**src/logic/spimsc_pkg.sv**
```systemverilog
// package for the serial master/slave controller: constants, pin and config
// structs, master sequencer states, gray-code helpers.
// assumes one system clock; software config bits arrive on that clock.
package spimsc_pkg;

  // ==========================================================================
  // widths and depths
  localparam int W = 8;
  localparam int DEPTH = 128;
  localparam int AW = 7;
  localparam int PW = 8;
  localparam logic [PW-1:0] PTR_FULL = 8'h80;

  // ==========================================================================
  // data and timing constants
  localparam logic [W-1:0] FILL_BYTE = 8'hFF;
  localparam logic [8:0] HALF_MIN = 9'h004;
  localparam logic [8:0] GAP_CYC = 9'h008;
  localparam logic [8:0] CNT_ONE = 9'h001;
  localparam logic [4:0] EDGE_ONE = 5'h01;
  localparam logic [4:0] EDGE_BASE = 5'h02;

  // ==========================================================================
  // types
  typedef struct packed {
    logic master;
    logic cpol;
    logic cpha;
    logic lsb_first;
    logic continuous;
    logic [2:0] len_m1;
    logic [7:0] div;
    logic [1:0] cs_sel;
    logic [1:0] rx_sel;
  } spimsc_cfg_s;

  typedef struct packed {
    logic sclk;
    logic cs_n;
    logic [3:0] rx;
  } spimsc_pin_s;

  typedef enum logic [2:0] {
    M_IDLE = 3'b000,
    M_SETUP = 3'b001,
    M_RUN = 3'b010,
    M_TAIL = 3'b011,
    M_GAP = 3'b100
  } spimsc_mst_e;

  // ==========================================================================
  // gray conversion for pointers crossing between sides
  function automatic logic [PW-1:0] bin2gray(input logic [PW-1:0] b);
    return b ^ (b >> 1);
  endfunction : bin2gray

  function automatic logic [PW-1:0] gray2bin(input logic [PW-1:0] g);
    logic [PW-1:0] b;
    b[PW-1] = g[PW-1];
    for (int i = PW - 2; i >= 0; i--) begin
      b[i] = b[i+1] ^ g[i];
    end
    return b;
  endfunction : gray2bin

endpackage : spimsc_pkg

```
**src/logic/spimsc_fifo.sv**
```systemverilog
// 128-byte fifo with registered read port; pointers cross as gray code
// through two sampling stages so either side may later move to its own clock.
// assumes both sides share sys_clk today.
`timescale 1ns/1ps
module spimsc_fifo
  import spimsc_pkg::*;
(
  input wire logic sys_clk,
  input wire logic arst_n,
  input wire logic wr_valid,
  input wire logic [spimsc_pkg::W-1:0] wr_data,
  output logic wr_ready,
  output logic rd_valid,
  output logic [spimsc_pkg::W-1:0] rd_data,
  input wire logic rd_ready
);
  import spimsc_pkg::*;

  logic [W-1:0] mem_q [DEPTH];
  logic [PW-1:0] wptr_q, wptr_d, rptr_q, rptr_d;
  logic [PW-1:0] wgray_q, wgray_d, rgray_q, rgray_d;
  logic [PW-1:0] wg1_q, wg2_q, rg1_q, rg2_q;
  logic wr_ready_q, wr_ready_d, rd_valid_q, rd_valid_d;
  logic [W-1:0] rd_data_q, rd_data_d;
  logic do_wr, do_rd;

  // ==========================================================================
  // pointer arithmetic; full is judged against the synchronised read pointer,
  // so it may stay full a few cycles longer than needed, never less
  always_comb begin
    do_wr = wr_valid && wr_ready_q;
    wptr_d = wptr_q + PW'(do_wr);
    wgray_d = bin2gray(wptr_d);
    wr_ready_d = (wptr_d - gray2bin(rg2_q)) != PTR_FULL;
    do_rd = (!rd_valid_q || rd_ready) && (rptr_q != gray2bin(wg2_q));
    rptr_d = rptr_q + PW'(do_rd);
    rd_valid_d = do_rd || (rd_valid_q && !rd_ready);
    // the writer sees words handed out, not words moved into the read
    // register, so that register counts toward the 128 and never adds one
    rgray_d = bin2gray(rptr_d - PW'(rd_valid_d));
    rd_data_d = do_rd ? mem_q[rptr_q[AW-1:0]] : rd_data_q;
  end

  // pointers, double sampled gray copies and read register
  always_ff @(posedge sys_clk or negedge arst_n) begin
    if (!arst_n) begin
      wptr_q <= '0;
      rptr_q <= '0;
      wgray_q <= '0;
      rgray_q <= '0;
      wg1_q <= '0;
      wg2_q <= '0;
      rg1_q <= '0;
      rg2_q <= '0;
      wr_ready_q <= 1'b1;
      rd_valid_q <= 1'b0;
      rd_data_q <= '0;
    end else begin
      wptr_q <= wptr_d;
      rptr_q <= rptr_d;
      wgray_q <= wgray_d;
      rgray_q <= rgray_d;
      wg1_q <= wgray_q;
      wg2_q <= wg1_q;
      rg1_q <= rgray_q;
      rg2_q <= rg1_q;
      wr_ready_q <= wr_ready_d;
      rd_valid_q <= rd_valid_d;
      rd_data_q <= rd_data_d;
    end
  end

  // storage has no reset; contents are only read behind a valid pointer
  always_ff @(posedge sys_clk) begin
    if (do_wr) begin
      mem_q[wptr_q[AW-1:0]] <= wr_data;
    end
  end

  assign wr_ready = wr_ready_q;
  assign rd_valid = rd_valid_q;
  assign rd_data = rd_data_q;

endmodule : spimsc_fifo

```
**src/logic/spimsc_ctrl.sv**
```systemverilog
// serial master/slave controller: pad synchroniser, serial front end,
// master clock and select sequencer, transmit and receive fifos.
// assumes pins are resolved outside; config ports are steady during use.
// Function
// - four selects, four receive lines, one transmit
// - four-wire full-duplex clock, select, rx, tx
// - master drives clock and select, slave receives
// - separate 128-byte transmit and receive fifos
// - clock rate programmable only as master
// - programmable word length and continuous mode
// - launch and sample on opposite clock edges
// - phase 0 sample rising, phase 1 falling
// - front end timed from pad clock always
// - clock edge while selected starts shifting both
// - per word push rx, pop tx, until deselect
// - master clock divides reference, master only
// - master asserts select before clock toggles
// - transmit not-empty starts master transaction
// - stop clock, drop select when drained
// - gray pointers double sampled across domains
`timescale 1ns/1ps
module spimsc_ctrl
  import spimsc_pkg::*;
(
  input wire logic sys_clk,
  input wire logic arst_n,
  input wire spimsc_pkg::spimsc_cfg_s cfg,
  input wire logic tx_wr_valid,
  input wire logic [spimsc_pkg::W-1:0] tx_wr_data,
  output logic tx_wr_ready,
  output logic rx_rd_valid,
  output logic [spimsc_pkg::W-1:0] rx_rd_data,
  input wire logic rx_rd_ready,
  input wire spimsc_pkg::spimsc_pin_s pin_i,
  output logic sclk_o,
  output logic sclk_oe_n,
  output logic [3:0] cs_n_o,
  output logic [3:0] cs_n_oe_n,
  output logic tx_o,
  output logic tx_oe_n,
  output logic busy
);
  import spimsc_pkg::*;

  // ==========================================================================
  // bit picked for the line: top bit of the word or bit zero
  function automatic logic txbit(input logic [W-1:0] sh, input logic [2:0] len,
                                 input logic lsb);
    return lsb ? sh[0] : sh[len];
  endfunction : txbit

  spimsc_pin_s pin_m_q, pin_s_q;
  logic sclk_prev_q, sel_prev_q, have_q, have_d;
  logic [W-1:0] sh_q, sh_d, rsh_q, rsh_d, rxw_q, rxw_d;
  logic [2:0] bits_q, bits_d;
  logic tx_o_q, tx_o_d, tx_oe_n_q, rx_push_q, push;
  logic rise, fall, samp, launch, sel, rxbit, load, tx_evt;
  logic tx_rd_valid, tx_rd_ready;
  logic [W-1:0] tx_rd_data;
  spimsc_mst_e mst_q, mst_d;
  logic [8:0] cnt_q, cnt_d, half;
  logic [4:0] edge_q, edge_d, edge_full;
  logic sclk_q, sclk_d, cs_act_q, cs_act_d;
  logic [3:0] cs_n_q, cs_n_d;
  logic sclk_oe_n_q, busy_q;
  logic [3:0] cs_oe_n_q;

  // ==========================================================================
  // fifos: software fills transmit, front end fills receive
  spimsc_fifo u_tx_fifo (
    .sys_clk(sys_clk),
    .arst_n(arst_n),
    .wr_valid(tx_wr_valid),
    .wr_data(tx_wr_data),
    .wr_ready(tx_wr_ready),
    .rd_valid(tx_rd_valid),
    .rd_data(tx_rd_data),
    .rd_ready(tx_rd_ready)
  );

  // a full receive fifo drops the word rather than stall the link
  spimsc_fifo u_rx_fifo (
    .sys_clk(sys_clk),
    .arst_n(arst_n),
    .wr_valid(rx_push_q),
    .wr_data(rxw_q),
    .wr_ready(),
    .rd_valid(rx_rd_valid),
    .rd_data(rx_rd_data),
    .rd_ready(rx_rd_ready)
  );

  // ==========================================================================
  // pad synchroniser: only the second stage is read
  always_ff @(posedge sys_clk or negedge arst_n) begin
    if (!arst_n) begin
      pin_m_q <= '{sclk: 1'b0, cs_n: 1'b1, rx: 4'h0};
      pin_s_q <= '{sclk: 1'b0, cs_n: 1'b1, rx: 4'h0};
    end else begin
      pin_m_q <= pin_i;
      pin_s_q <= pin_m_q;
    end
  end

  // ==========================================================================
  // front end: clock is the pad copy in both modes so timing is identical
  always_comb begin
    rise = pin_s_q.sclk && !sclk_prev_q;
    fall = !pin_s_q.sclk && sclk_prev_q;
    samp = cfg.cpha ? fall : rise;
    launch = cfg.cpha ? rise : fall;
    sel = cfg.master ? cs_act_q : !pin_s_q.cs_n;
    rxbit = pin_s_q.rx[cfg.rx_sel];
    sh_d = sh_q;
    rsh_d = rsh_q;
    rxw_d = rxw_q;
    bits_d = bits_q;
    have_d = have_q;
    tx_o_d = tx_o_q;
    load = 1'b0;
    push = 1'b0;
    if (!sel) begin
      bits_d = '0;
      rsh_d = '0;
    end else begin
      // a word already preloaded survives a deselect and goes out next
      load = !sel_prev_q && !have_q;
      if (samp) begin
        if (cfg.lsb_first) begin
          rsh_d = rsh_q >> 1;
          rsh_d[cfg.len_m1] = rxbit;
        end else begin
          rsh_d = {rsh_q[W-2:0], rxbit};
        end
        // width must stay fixed mid-word or the count is meaningless
        if (bits_q == cfg.len_m1) begin
          push = 1'b1;
          rxw_d = rsh_d;
          rsh_d = '0;
          bits_d = '0;
          load = 1'b1;
        end else begin
          bits_d = bits_q + 3'h1;
        end
      end else if (launch && bits_q != 3'h0) begin
        // first launch edge of a word keeps the preset bit on the line
        sh_d = cfg.lsb_first ? (sh_q >> 1) : (sh_q << 1);
        tx_o_d = txbit(sh_d, cfg.len_m1, cfg.lsb_first);
      end
    end
    if (load) begin
      sh_d = tx_rd_valid ? tx_rd_data : FILL_BYTE;
      have_d = tx_rd_valid;
      tx_o_d = txbit(sh_d, cfg.len_m1, cfg.lsb_first);
    end
    tx_rd_ready = load && tx_rd_valid;
    tx_evt = launch || load;
  end

  always_ff @(posedge sys_clk or negedge arst_n) begin
    if (!arst_n) begin
      sclk_prev_q <= 1'b0;
      sel_prev_q <= 1'b0;
      have_q <= 1'b0;
      sh_q <= '0;
      rsh_q <= '0;
      rxw_q <= '0;
      bits_q <= '0;
      tx_o_q <= 1'b0;
      tx_oe_n_q <= 1'b1;
      rx_push_q <= 1'b0;
    end else begin
      sclk_prev_q <= pin_s_q.sclk;
      sel_prev_q <= sel;
      have_q <= have_d;
      sh_q <= sh_d;
      rsh_q <= rsh_d;
      rxw_q <= rxw_d;
      bits_q <= bits_d;
      tx_o_q <= tx_o_d;
      tx_oe_n_q <= !sel;
      rx_push_q <= push;
    end
  end

  // ==========================================================================
  // master sequencer: half period is div plus a floor that lets the pad
  // synchroniser see every edge; below it edges would be lost
  always_comb begin
    half = {1'b0, cfg.div} + HALF_MIN;
    edge_full = {1'b0, cfg.len_m1, 1'b0} + EDGE_BASE;
    mst_d = mst_q;
    cnt_d = cnt_q;
    edge_d = edge_q;
    sclk_d = sclk_q;
    cs_act_d = cs_act_q;
    case (mst_q)
      M_IDLE: begin
        sclk_d = cfg.cpol;
        if (cfg.master && (tx_rd_valid || have_q)) begin
          cs_act_d = 1'b1;
          cnt_d = half;
          mst_d = M_SETUP;
        end
      end
      M_SETUP: begin
        if (cnt_q == CNT_ONE) begin
          cnt_d = half;
          edge_d = edge_full;
          mst_d = M_RUN;
        end else begin
          cnt_d = cnt_q - CNT_ONE;
        end
      end
      M_RUN: begin
        if (cnt_q == CNT_ONE) begin
          sclk_d = !sclk_q;
          cnt_d = half;
          edge_d = edge_q - EDGE_ONE;
          if (edge_q == EDGE_ONE) begin
            mst_d = M_TAIL;
          end
        end else begin
          cnt_d = cnt_q - CNT_ONE;
        end
      end
      M_TAIL: begin
        if (cnt_q == CNT_ONE) begin
          cnt_d = GAP_CYC;
          mst_d = M_GAP;
        end else begin
          cnt_d = cnt_q - CNT_ONE;
        end
      end
      M_GAP: begin
        // the gap lets the front end preload before deciding to go on
        if (cnt_q == CNT_ONE) begin
          if (have_q && cfg.continuous) begin
            cnt_d = half;
            edge_d = edge_full;
            mst_d = M_RUN;
          end else begin
            cs_act_d = 1'b0;
            mst_d = M_IDLE;
          end
        end else begin
          cnt_d = cnt_q - CNT_ONE;
        end
      end
      default: begin
        mst_d = M_IDLE;
      end
    endcase
    if (!cfg.master) begin
      mst_d = M_IDLE;
      cs_act_d = 1'b0;
      sclk_d = cfg.cpol;
    end
    for (int i = 0; i < 4; i++) begin
      cs_n_d[i] = !(cs_act_d && cfg.cs_sel == 2'(i));
    end
  end

  always_ff @(posedge sys_clk or negedge arst_n) begin
    if (!arst_n) begin
      mst_q <= M_IDLE;
      cnt_q <= '0;
      edge_q <= '0;
      sclk_q <= 1'b0;
      cs_act_q <= 1'b0;
      cs_n_q <= 4'hF;
      sclk_oe_n_q <= 1'b1;
      cs_oe_n_q <= 4'hF;
      busy_q <= 1'b0;
    end else begin
      mst_q <= mst_d;
      cnt_q <= cnt_d;
      edge_q <= edge_d;
      sclk_q <= sclk_d;
      cs_act_q <= cs_act_d;
      cs_n_q <= cs_n_d;
      sclk_oe_n_q <= !cfg.master;
      cs_oe_n_q <= {4{!cfg.master}};
      busy_q <= sel || (mst_d != M_IDLE);
    end
  end

  // outputs straight from flops
  assign sclk_o = sclk_q;
  assign sclk_oe_n = sclk_oe_n_q;
  assign cs_n_o = cs_n_q;
  assign cs_n_oe_n = cs_oe_n_q;
  assign tx_o = tx_o_q;
  assign tx_oe_n = tx_oe_n_q;
  assign busy = busy_q;
endmodule : spimsc_ctrl

```
**config.mk**
```make
export PLATFORM = sky130hd
export DESIGN_NAME = spimsc_ctrl
export DESIGN_NICKNAME = d
export VERILOG_FILES = /design/src/logic/spimsc_pkg.sv /design/src/logic/spimsc_fifo.sv /design/src/logic/spimsc_ctrl.sv
export SDC_FILE = /design/constraint.sdc
export NUM_CORES = 2
export LEC_CHECK = 0
export BUFFER_PORTS_ARGS = -buffer_cell sky130_fd_sc_hd__buf_2
export CORE_MARGIN = 8
export CORE_UTILIZATION = 40
export CTS_CLUSTER_SIZE = 40
export DETAILED_ROUTE_END_ITERATION = 10
export PLACE_DENSITY = 0.6
export SYNTH_ARGS = -nofsm -noshare
export SYNTH_HDL_FRONTEND = slang
export SYNTH_SLANG_ARGS = --single-unit
```
**constraint.sdc**
```tcl
create_clock -name sys_clk -period 10.7 [get_ports sys_clk]
set_input_delay 1.605 -clock sys_clk [delete_from_list [all_inputs] [get_ports sys_clk]]
set_output_delay 1.605 -clock sys_clk [all_outputs]
set_load 0.01 [all_outputs]
```
======== Word-level counts from Yosys, hierarchy flattened ========
Memories as Yosys holds them, arrays and structs flattened. A register that Yosys moved wholly into a read port is not among the register bits.
Index checks and enable logic that the tools add are counted.
word-level totals
  flip-flop bits (word level) ............. 203
  memory bits (writable) .................. 2048
  bits of input ports ..................... 38
  output and inout port bits .............. 23
  memories kept ........................... 2
operators by class
  add/subtract/negate cells ............... 13
  $lt $le $gt $ge ......................... 3
  equal/unequal tests ..................... 24
  muxes and demuxes ....................... 69
  bitwise operators ....................... 32
  reductions and logical operators ........ 56
memory list
  memory           depth  width  read ports  clocked after Yosys merged registers in  wr ports  line               text
  u_rx_fifo.mem_q  128    8      1           1                                        1         spimsc_fifo.sv:19  logic [W-1:0] mem_q [DEPTH];
  u_tx_fifo.mem_q  128    8      1           1                                        1         spimsc_fifo.sv:19
operators by type and width
  kind                                                                 number
  8-bit 2-to-1 mux                                                     10
  9-bit 2-to-1 mux                                                     5
  9-bit one-hot mux with 4 select lines                                1
  8-bit by 1-bit adder with 8-bit output                               4
  8-bit by 7-bit bitwise XOR with 8-bit output                         4
  3-bit 2-to-1 mux                                                     10
  1-bit 2-to-1 mux                                                     29
  1-bit bitwise XOR                                                    28
  5-bit 2-to-1 mux                                                     4
  1-bit logical AND                                                    18
  1-bit logical NOT                                                    18
  8-bit inequality test                                                2
  8-bit inequality test (second input constant)                        2
  8-bit by 1-bit subtractor with 8-bit output                          2
  8-bit subtractor                                                     2
  3-bit one-hot mux with 5 select lines                                1
  5-bit one-hot mux with 3 select lines                                1
  2-bit inequality test (second input constant)                        6
  8-bit by 3-bit adder with 9-bit output (second input constant)       1
  9-bit by 1-bit == test with 1-bit output (second input constant)     1
  3-bit AND reduction                                                  3
  3-bit nonzero test                                                   3
  9-bit by 1-bit subtractor with 9-bit output (second input constant)  1
  8-bit bitwise mux                                                    1
  29 further kinds                                                     40

======== Logic depth before layout (Yosys ltp) ========
  depth in word-level cells ............... 12
  depth in mapped cells ................... 20
  depth with buffers taken out ............ 16

======== By module ========
Synthesis repeated with hierarchy kept, for this count alone.
second synthesis, totals
  cells, all modules ...................... 4683
  area, all modules ....................... 89746.1 um^2
modules (own cells, without submodules)
  module                   times used  cells an instance  area each (um^2)
  spimsc_fifo (u_rx_fifo)  1           2171               43081.3
  spimsc_fifo (u_tx_fifo)  1           2116               42794.8
  spimsc_ctrl              1           396                3870.0

======== Least setup slack after synthesis ========
OpenSTA, ideal clock, no wires.
  path type ............................... input -> register
  start point ............................. input port cfg[12] (netlist bit)
  end point ............................... register u_tx_fifo.rgray_q[6]
  library setup time ...................... 131 ps
  data arrival time ....................... 4167 ps
  data required time ...................... 10569 ps
  path slack .............................. 6402 ps
  stages .................................. 15
  buffers on the path ..................... 0
  cell sequence ........................... xor2_1 > nor3_1 > o2bb2ai_1 > nand2_1 > a21oi_2 > ha_1 > ha_1 > nand3_1 > xor2_1 > inv_1 > nor3_1 > nand2_1 > o21ai_0 > a22oi_1 > xnor2_1
between the ends
  longest elaborated chain between the ends .. 10
RTL lines
  element                                       line                text
  start, declared                               spimsc_ctrl.sv:27   input wire spimsc_pkg::spimsc_cfg_s cfg,
  3-bit == test                                 spimsc_ctrl.sv:136  if (bits_q == cfg.len_m1) begin
  1-bit 2-to-1 mux                              spimsc_ctrl.sv:136
  1-bit 2-to-1 mux                              spimsc_ctrl.sv:128  if (samp) begin
  1-bit 2-to-1 mux                              spimsc_ctrl.sv:122  if (!sel) begin
  1-bit logical AND                             spimsc_ctrl.sv:156  tx_rd_ready = load && tx_rd_valid;
  1-bit logical OR                              spimsc_fifo.sv:35   do_rd = (!rd_valid_q || rd_ready) && (rptr_q != gray2bin(wg2_q));
  1-bit logical AND                             spimsc_fifo.sv:35
  net u_tx_fifo.do_rd                           spimsc_fifo.sv:25   logic do_wr, do_rd;
  8-bit by 1-bit adder with 8-bit output        spimsc_fifo.sv:36   rptr_d = rptr_q + PW'(do_rd);
  net u_tx_fifo.rptr_d[4]                       spimsc_fifo.sv:20   logic [PW-1:0] wptr_q, wptr_d, rptr_q, rptr_d;
  8-bit by 1-bit subtractor with 8-bit output   spimsc_fifo.sv:40   rgray_d = bin2gray(rptr_d - PW'(rd_valid_d));
  8-bit by 7-bit bitwise XOR with 8-bit output  spimsc_pkg.sv:54    return b ^ (b >> 1);
  net u_tx_fifo.rgray_d[6]                      spimsc_fifo.sv:21   logic [PW-1:0] wgray_q, wgray_d, rgray_q, rgray_d;
  end signal, assigned                          spimsc_fifo.sv:62   rgray_q <= rgray_d;
  end, declared                                 spimsc_fifo.sv:21
The timed path passes the listed nets, and every way through them passes these cells.
A chain may end at the register's enable or synchronous reset.

======== Worst setup path in the final report ========
  start point ............................. register u_tx_fifo.rptr_q[0]
  end point ............................... register u_tx_fifo.rd_data_q[4], in the netlist u_tx_fifo.rd_data[4], read port of u_tx_fifo.mem_q
between the ends
  longest elaborated chain between the ends .. 2
RTL lines
  element                 line               text
  start, declared         spimsc_fifo.sv:20
  start signal, assigned  spimsc_fifo.sv:60  rptr_q <= rptr_d;
  8-bit inequality test   spimsc_fifo.sv:35
  1-bit logical AND       spimsc_fifo.sv:35
  end, declared           spimsc_fifo.sv:24  logic [W-1:0] rd_data_q, rd_data_d;
Parallel ways exist; a longest one is shown, timed or not.

==> reports/metrics.yaml <==
final_layout:
  multi_input_area_um2: 21030
  nFillCells: 18930
  seqCellArea_um2: 66970
  layout.nets: 4855
  syn_to_final_growth_pct: 11.90
  postLayoutCoreUtil_pct: 45.03
  drive_above_1_share_pct: 19.46
timing:
  final_max_slew_viol_count: 0
  finalSetupTns_ns: 0
  min_period_ns: 4.947
  hold_viol: 0
  relSlewSlack_pct: 20.17
  setup_viol: 0
  rsz0062_at_grt: "no"
  fin_skew_ns: 0.03329
  worst_slew_pin_slew_ns: 1.189
  hold_ws_ns: 0.3314
  fmax_mhz: 202.1
  finalCritPeriodShare_pct: 46.24
routing:
  vias: 43570
  first_pass_iters: 5
  via_per_inst: 5.486
  routed_wl_mm: 201.1
  drc: 0
  wire_per_inst_um: 25.32
  ant_nets: 0
  first_iter_violations: 4011
worst_setup_path:
  crit_type: "register to register"
  crit_fanout: 42
  crit_arrival_ns: 5.67
  required_ns: 11.42
  cp-start-kind: "register"
  endpoint_kind: "register"
cts:
  ctsHoldBuffers: 0
  cts_repair_resize_count: 0
  cts_buffers: 223
  clkTransAtPathRegs_ns: 0.06
  clock_tree.root_cell: "clkbuf_16"
  tritoncts: "done"
  cts_buffer_depth: 3
  clkSinkCount: 2264
  cts_setup_buffers: 0
  clk_latency_ns: 0.84
  h-tree-depth: 4
grt:
  overflow: 0
  antenna_found_initial: 6
  grt_use_total_pct: 16.54
  grt_pass1_wl_mm: 298.1
  grt_pass1_vias: 44180
  grt_max_degree: 136
power:
  ir_drop_mv: 0.1912
  seqPwrFrac_pct: 42.7
  internal_power_mw: 17.78
  switchingPower_mw: 7.908
  switching_share_pct: 30.79
  combPwrFrac_pct: 27.2
  leakagePower_nw: 32.85
  clkPwrFrac_pct: 30.1
  power_density_nw_per_um2: 256.8
floorplanning:
  rows: 173
  pin_count: 61
  core-area_um2: 222100
  chipWidth_um: 488.7
  start_util_pct: 40.24
  die_h_um: 488.7
  die_area_um2: 238800
hold_path:
  hold_path_class: "register to register"
synth:
  syn_nets: 4764
  syn_inst: 4691
  synth_ff_type: "edfxtp_1"
  synth_top_area_share_pct: 68.81
  ys_seq_area_share_pct: 74.87
  synth_seq_cells: 2264
  yosys.area.top_type: "edfxtp_1"
  syn_area_per_cell_um2: 19.05
  mappedNetlistArea_um2: 89370
  synthArstFlopShare_pct: 9.541
  synthTopCellsByArea: "edfxtp_1, mux4_2, dfrtp_1, mux2i_1, nor2_1"
  yosysWarningCount: 0
  synth_edf_count: 2048
  ys_types: 65
placement:
  dp.final_hpwl_mm: 119.6
  portBuffers: 60
  finalWeightedCongestion: 0.7988
run_status:
  status: "completed"
run:
  maxCapViolCount: 0
synth_stat cells (all sizes together) (57+ instances only):
library cell and number:
nand2 123, o21ai 76, mux4 424, clkbuf 122, mux2i 292, a21oi 70
nor2 391, a22oi 109, dfrtp 206, buf 137, xor2 57, edfxtp 2048
placed cells by master (no fill, tap or decap), types with 14 or more instances in the layout:
master        n
a221oi_1     26
nand2b_1     21
a2111oi_0    17
nor2b_1      35
a31oi_1      14
o221ai_1     18
clkbuf_16   228
xnor2_1      43
buf_2        51
nand3_1      49
a211oi_1     19
a22oi_1     109
nor3_1       22
nor2_1      390
clkinv_2     45
mux4_2      411
mux2_2       50
bufinv_16    19
and3_1       16
o21ai_0      75
dfrtp_1     190
a21oi_1      68
o22ai_1      56
a22o_1       31
edfxtp_1   2048
mux2i_1     292
clkinv_1     38
xor2_1       57
clkbuf_1     45
ha_1         35
inv_1        55
buf_4        70
nand2_1     118
cell families after synthesis:
kind of cell,count (synthesis),synth area share [%]
compound gates,472,3.619
xor+xnor,103,1.057
fa+ha+maj,35,0.4900
buf+inv,314,1.627
flops,2264,74.87
mux,767,14.65
simple gates,736,3.681
worst paths after layout:
kind	cells past startpoint	slack (ns)	startpoint	end
worst max-delay path	8	5.75	u_tx_fifo.rptr_q[0]$_DFF_PN0_	u_tx_fifo.rd_data[4]$_DFFE_PN0P_
max in group asynchronous	2	7.98	arst_n	u_tx_fifo.rptr_q[0]$_DFF_PN0_
worst min-delay path	0	0.33	u_rx_fifo.rgray_q[5]$_DFF_PN0_	u_rx_fifo.rg1_q[5]$_DFF_PN0_
worst max register to register	8	5.75	u_tx_fifo.rptr_q[0]$_DFF_PN0_	u_tx_fifo.rd_data[4]$_DFFE_PN0P_
min in group asynchronous	1	0.90	arst_n	u_rx_fifo.wg1_q[1]$_DFF_PN0_
worst min register to register	0	0.33	u_rx_fifo.rgray_q[5]$_DFF_PN0_	u_rx_fifo.rg1_q[5]$_DFF_PN0_
power by group through the flow:
stage | clock network (mW) | logic [mW] | registers (mW)
CTS | 7.88 | 7.09 | 11.0
detailed placement | 0 | 7.06 | 11.2
global route | 8.21 | 7.53 | 11.0
floorplan | 0 | 4.99 | 11.0
finish | 7.72 | 6.99 | 11.0
global placement | 0 | 6.99 | 11.1
cell type report:
class,count,share of cell area (%)
Sequential cell,2264,66.96
Clock inverter,120,1.161
Clock buffer,288,6.055
Multi-Input combinational cell,2113,21.03
Tap cell,2975,3.722
Inverter,55,0.2064
Antenna cell,2,0.005004
Timing Repair Buffer,125,0.8558
critical path, cell delays in order (launching register included):
cell and delay [ns]:
dfrtp_4 0.72, buf_4 0.72, buf_4 0.81, mux4_2 0.60
a22o_1 0.27, a221oi_1 0.50, o22ai_1 0.28, or4_1 0.57
mux2_2 0.28
through the flow:
step	instance area [µm²]	instances	setup slack (ns)	power, mW
6_report	100000	7942	5.753	25.69
5_1_grt	100000	7941	5.417	26.76
4_1_cts	100000	7940	5.593	25.95
3_5_place_dp	92790	7532	4.990	18.22
3_3_place_gp	92790	7532	4.997	18.14
2_1_floorplan	89370	4691	6.402	15.95
per-layer routing:
metal | part of all wire, % | global-route usage [%]
met1 | 43 | 23.04
met2 | 49 | 27.20
met3 | 5.7 | 3.082
met4 | 2.2 | 3.865
met5 | 0 | 0
flip-flops by register name (all words and copies together) (netlist names), 7 cells and up:
name               flops
rxw_q                  8
u_rx_fifo.rg1_q        8
u_tx_fifo.rptr_q       8
u_tx_fifo.wptr_q       7
u_rx_fifo.wg2_q        8
u_tx_fifo.rg2_q        8
cnt_q                  9
u_tx_fifo.wg1_q        8
u_tx_fifo.rg1_q        8
rsh_q                  8
u_rx_fifo.wptr_q       7
u_rx_fifo.rptr_q       8
u_rx_fifo.rgray_q      8
u_tx_fifo.wg2_q        8
u_rx_fifo.wgray_q      8
u_rx_fifo.rg2_q        8
u_tx_fifo.rd_data      8
u_rx_fifo.mem_q     1024
u_tx_fifo.rgray_q      8
u_tx_fifo.wgray_q      8
sh_q                   8
u_rx_fifo.rd_data      8
u_tx_fifo.mem_q     1024
u_rx_fifo.wg1_q        8
Note: power is estimated with default switching activity, not from simulation.
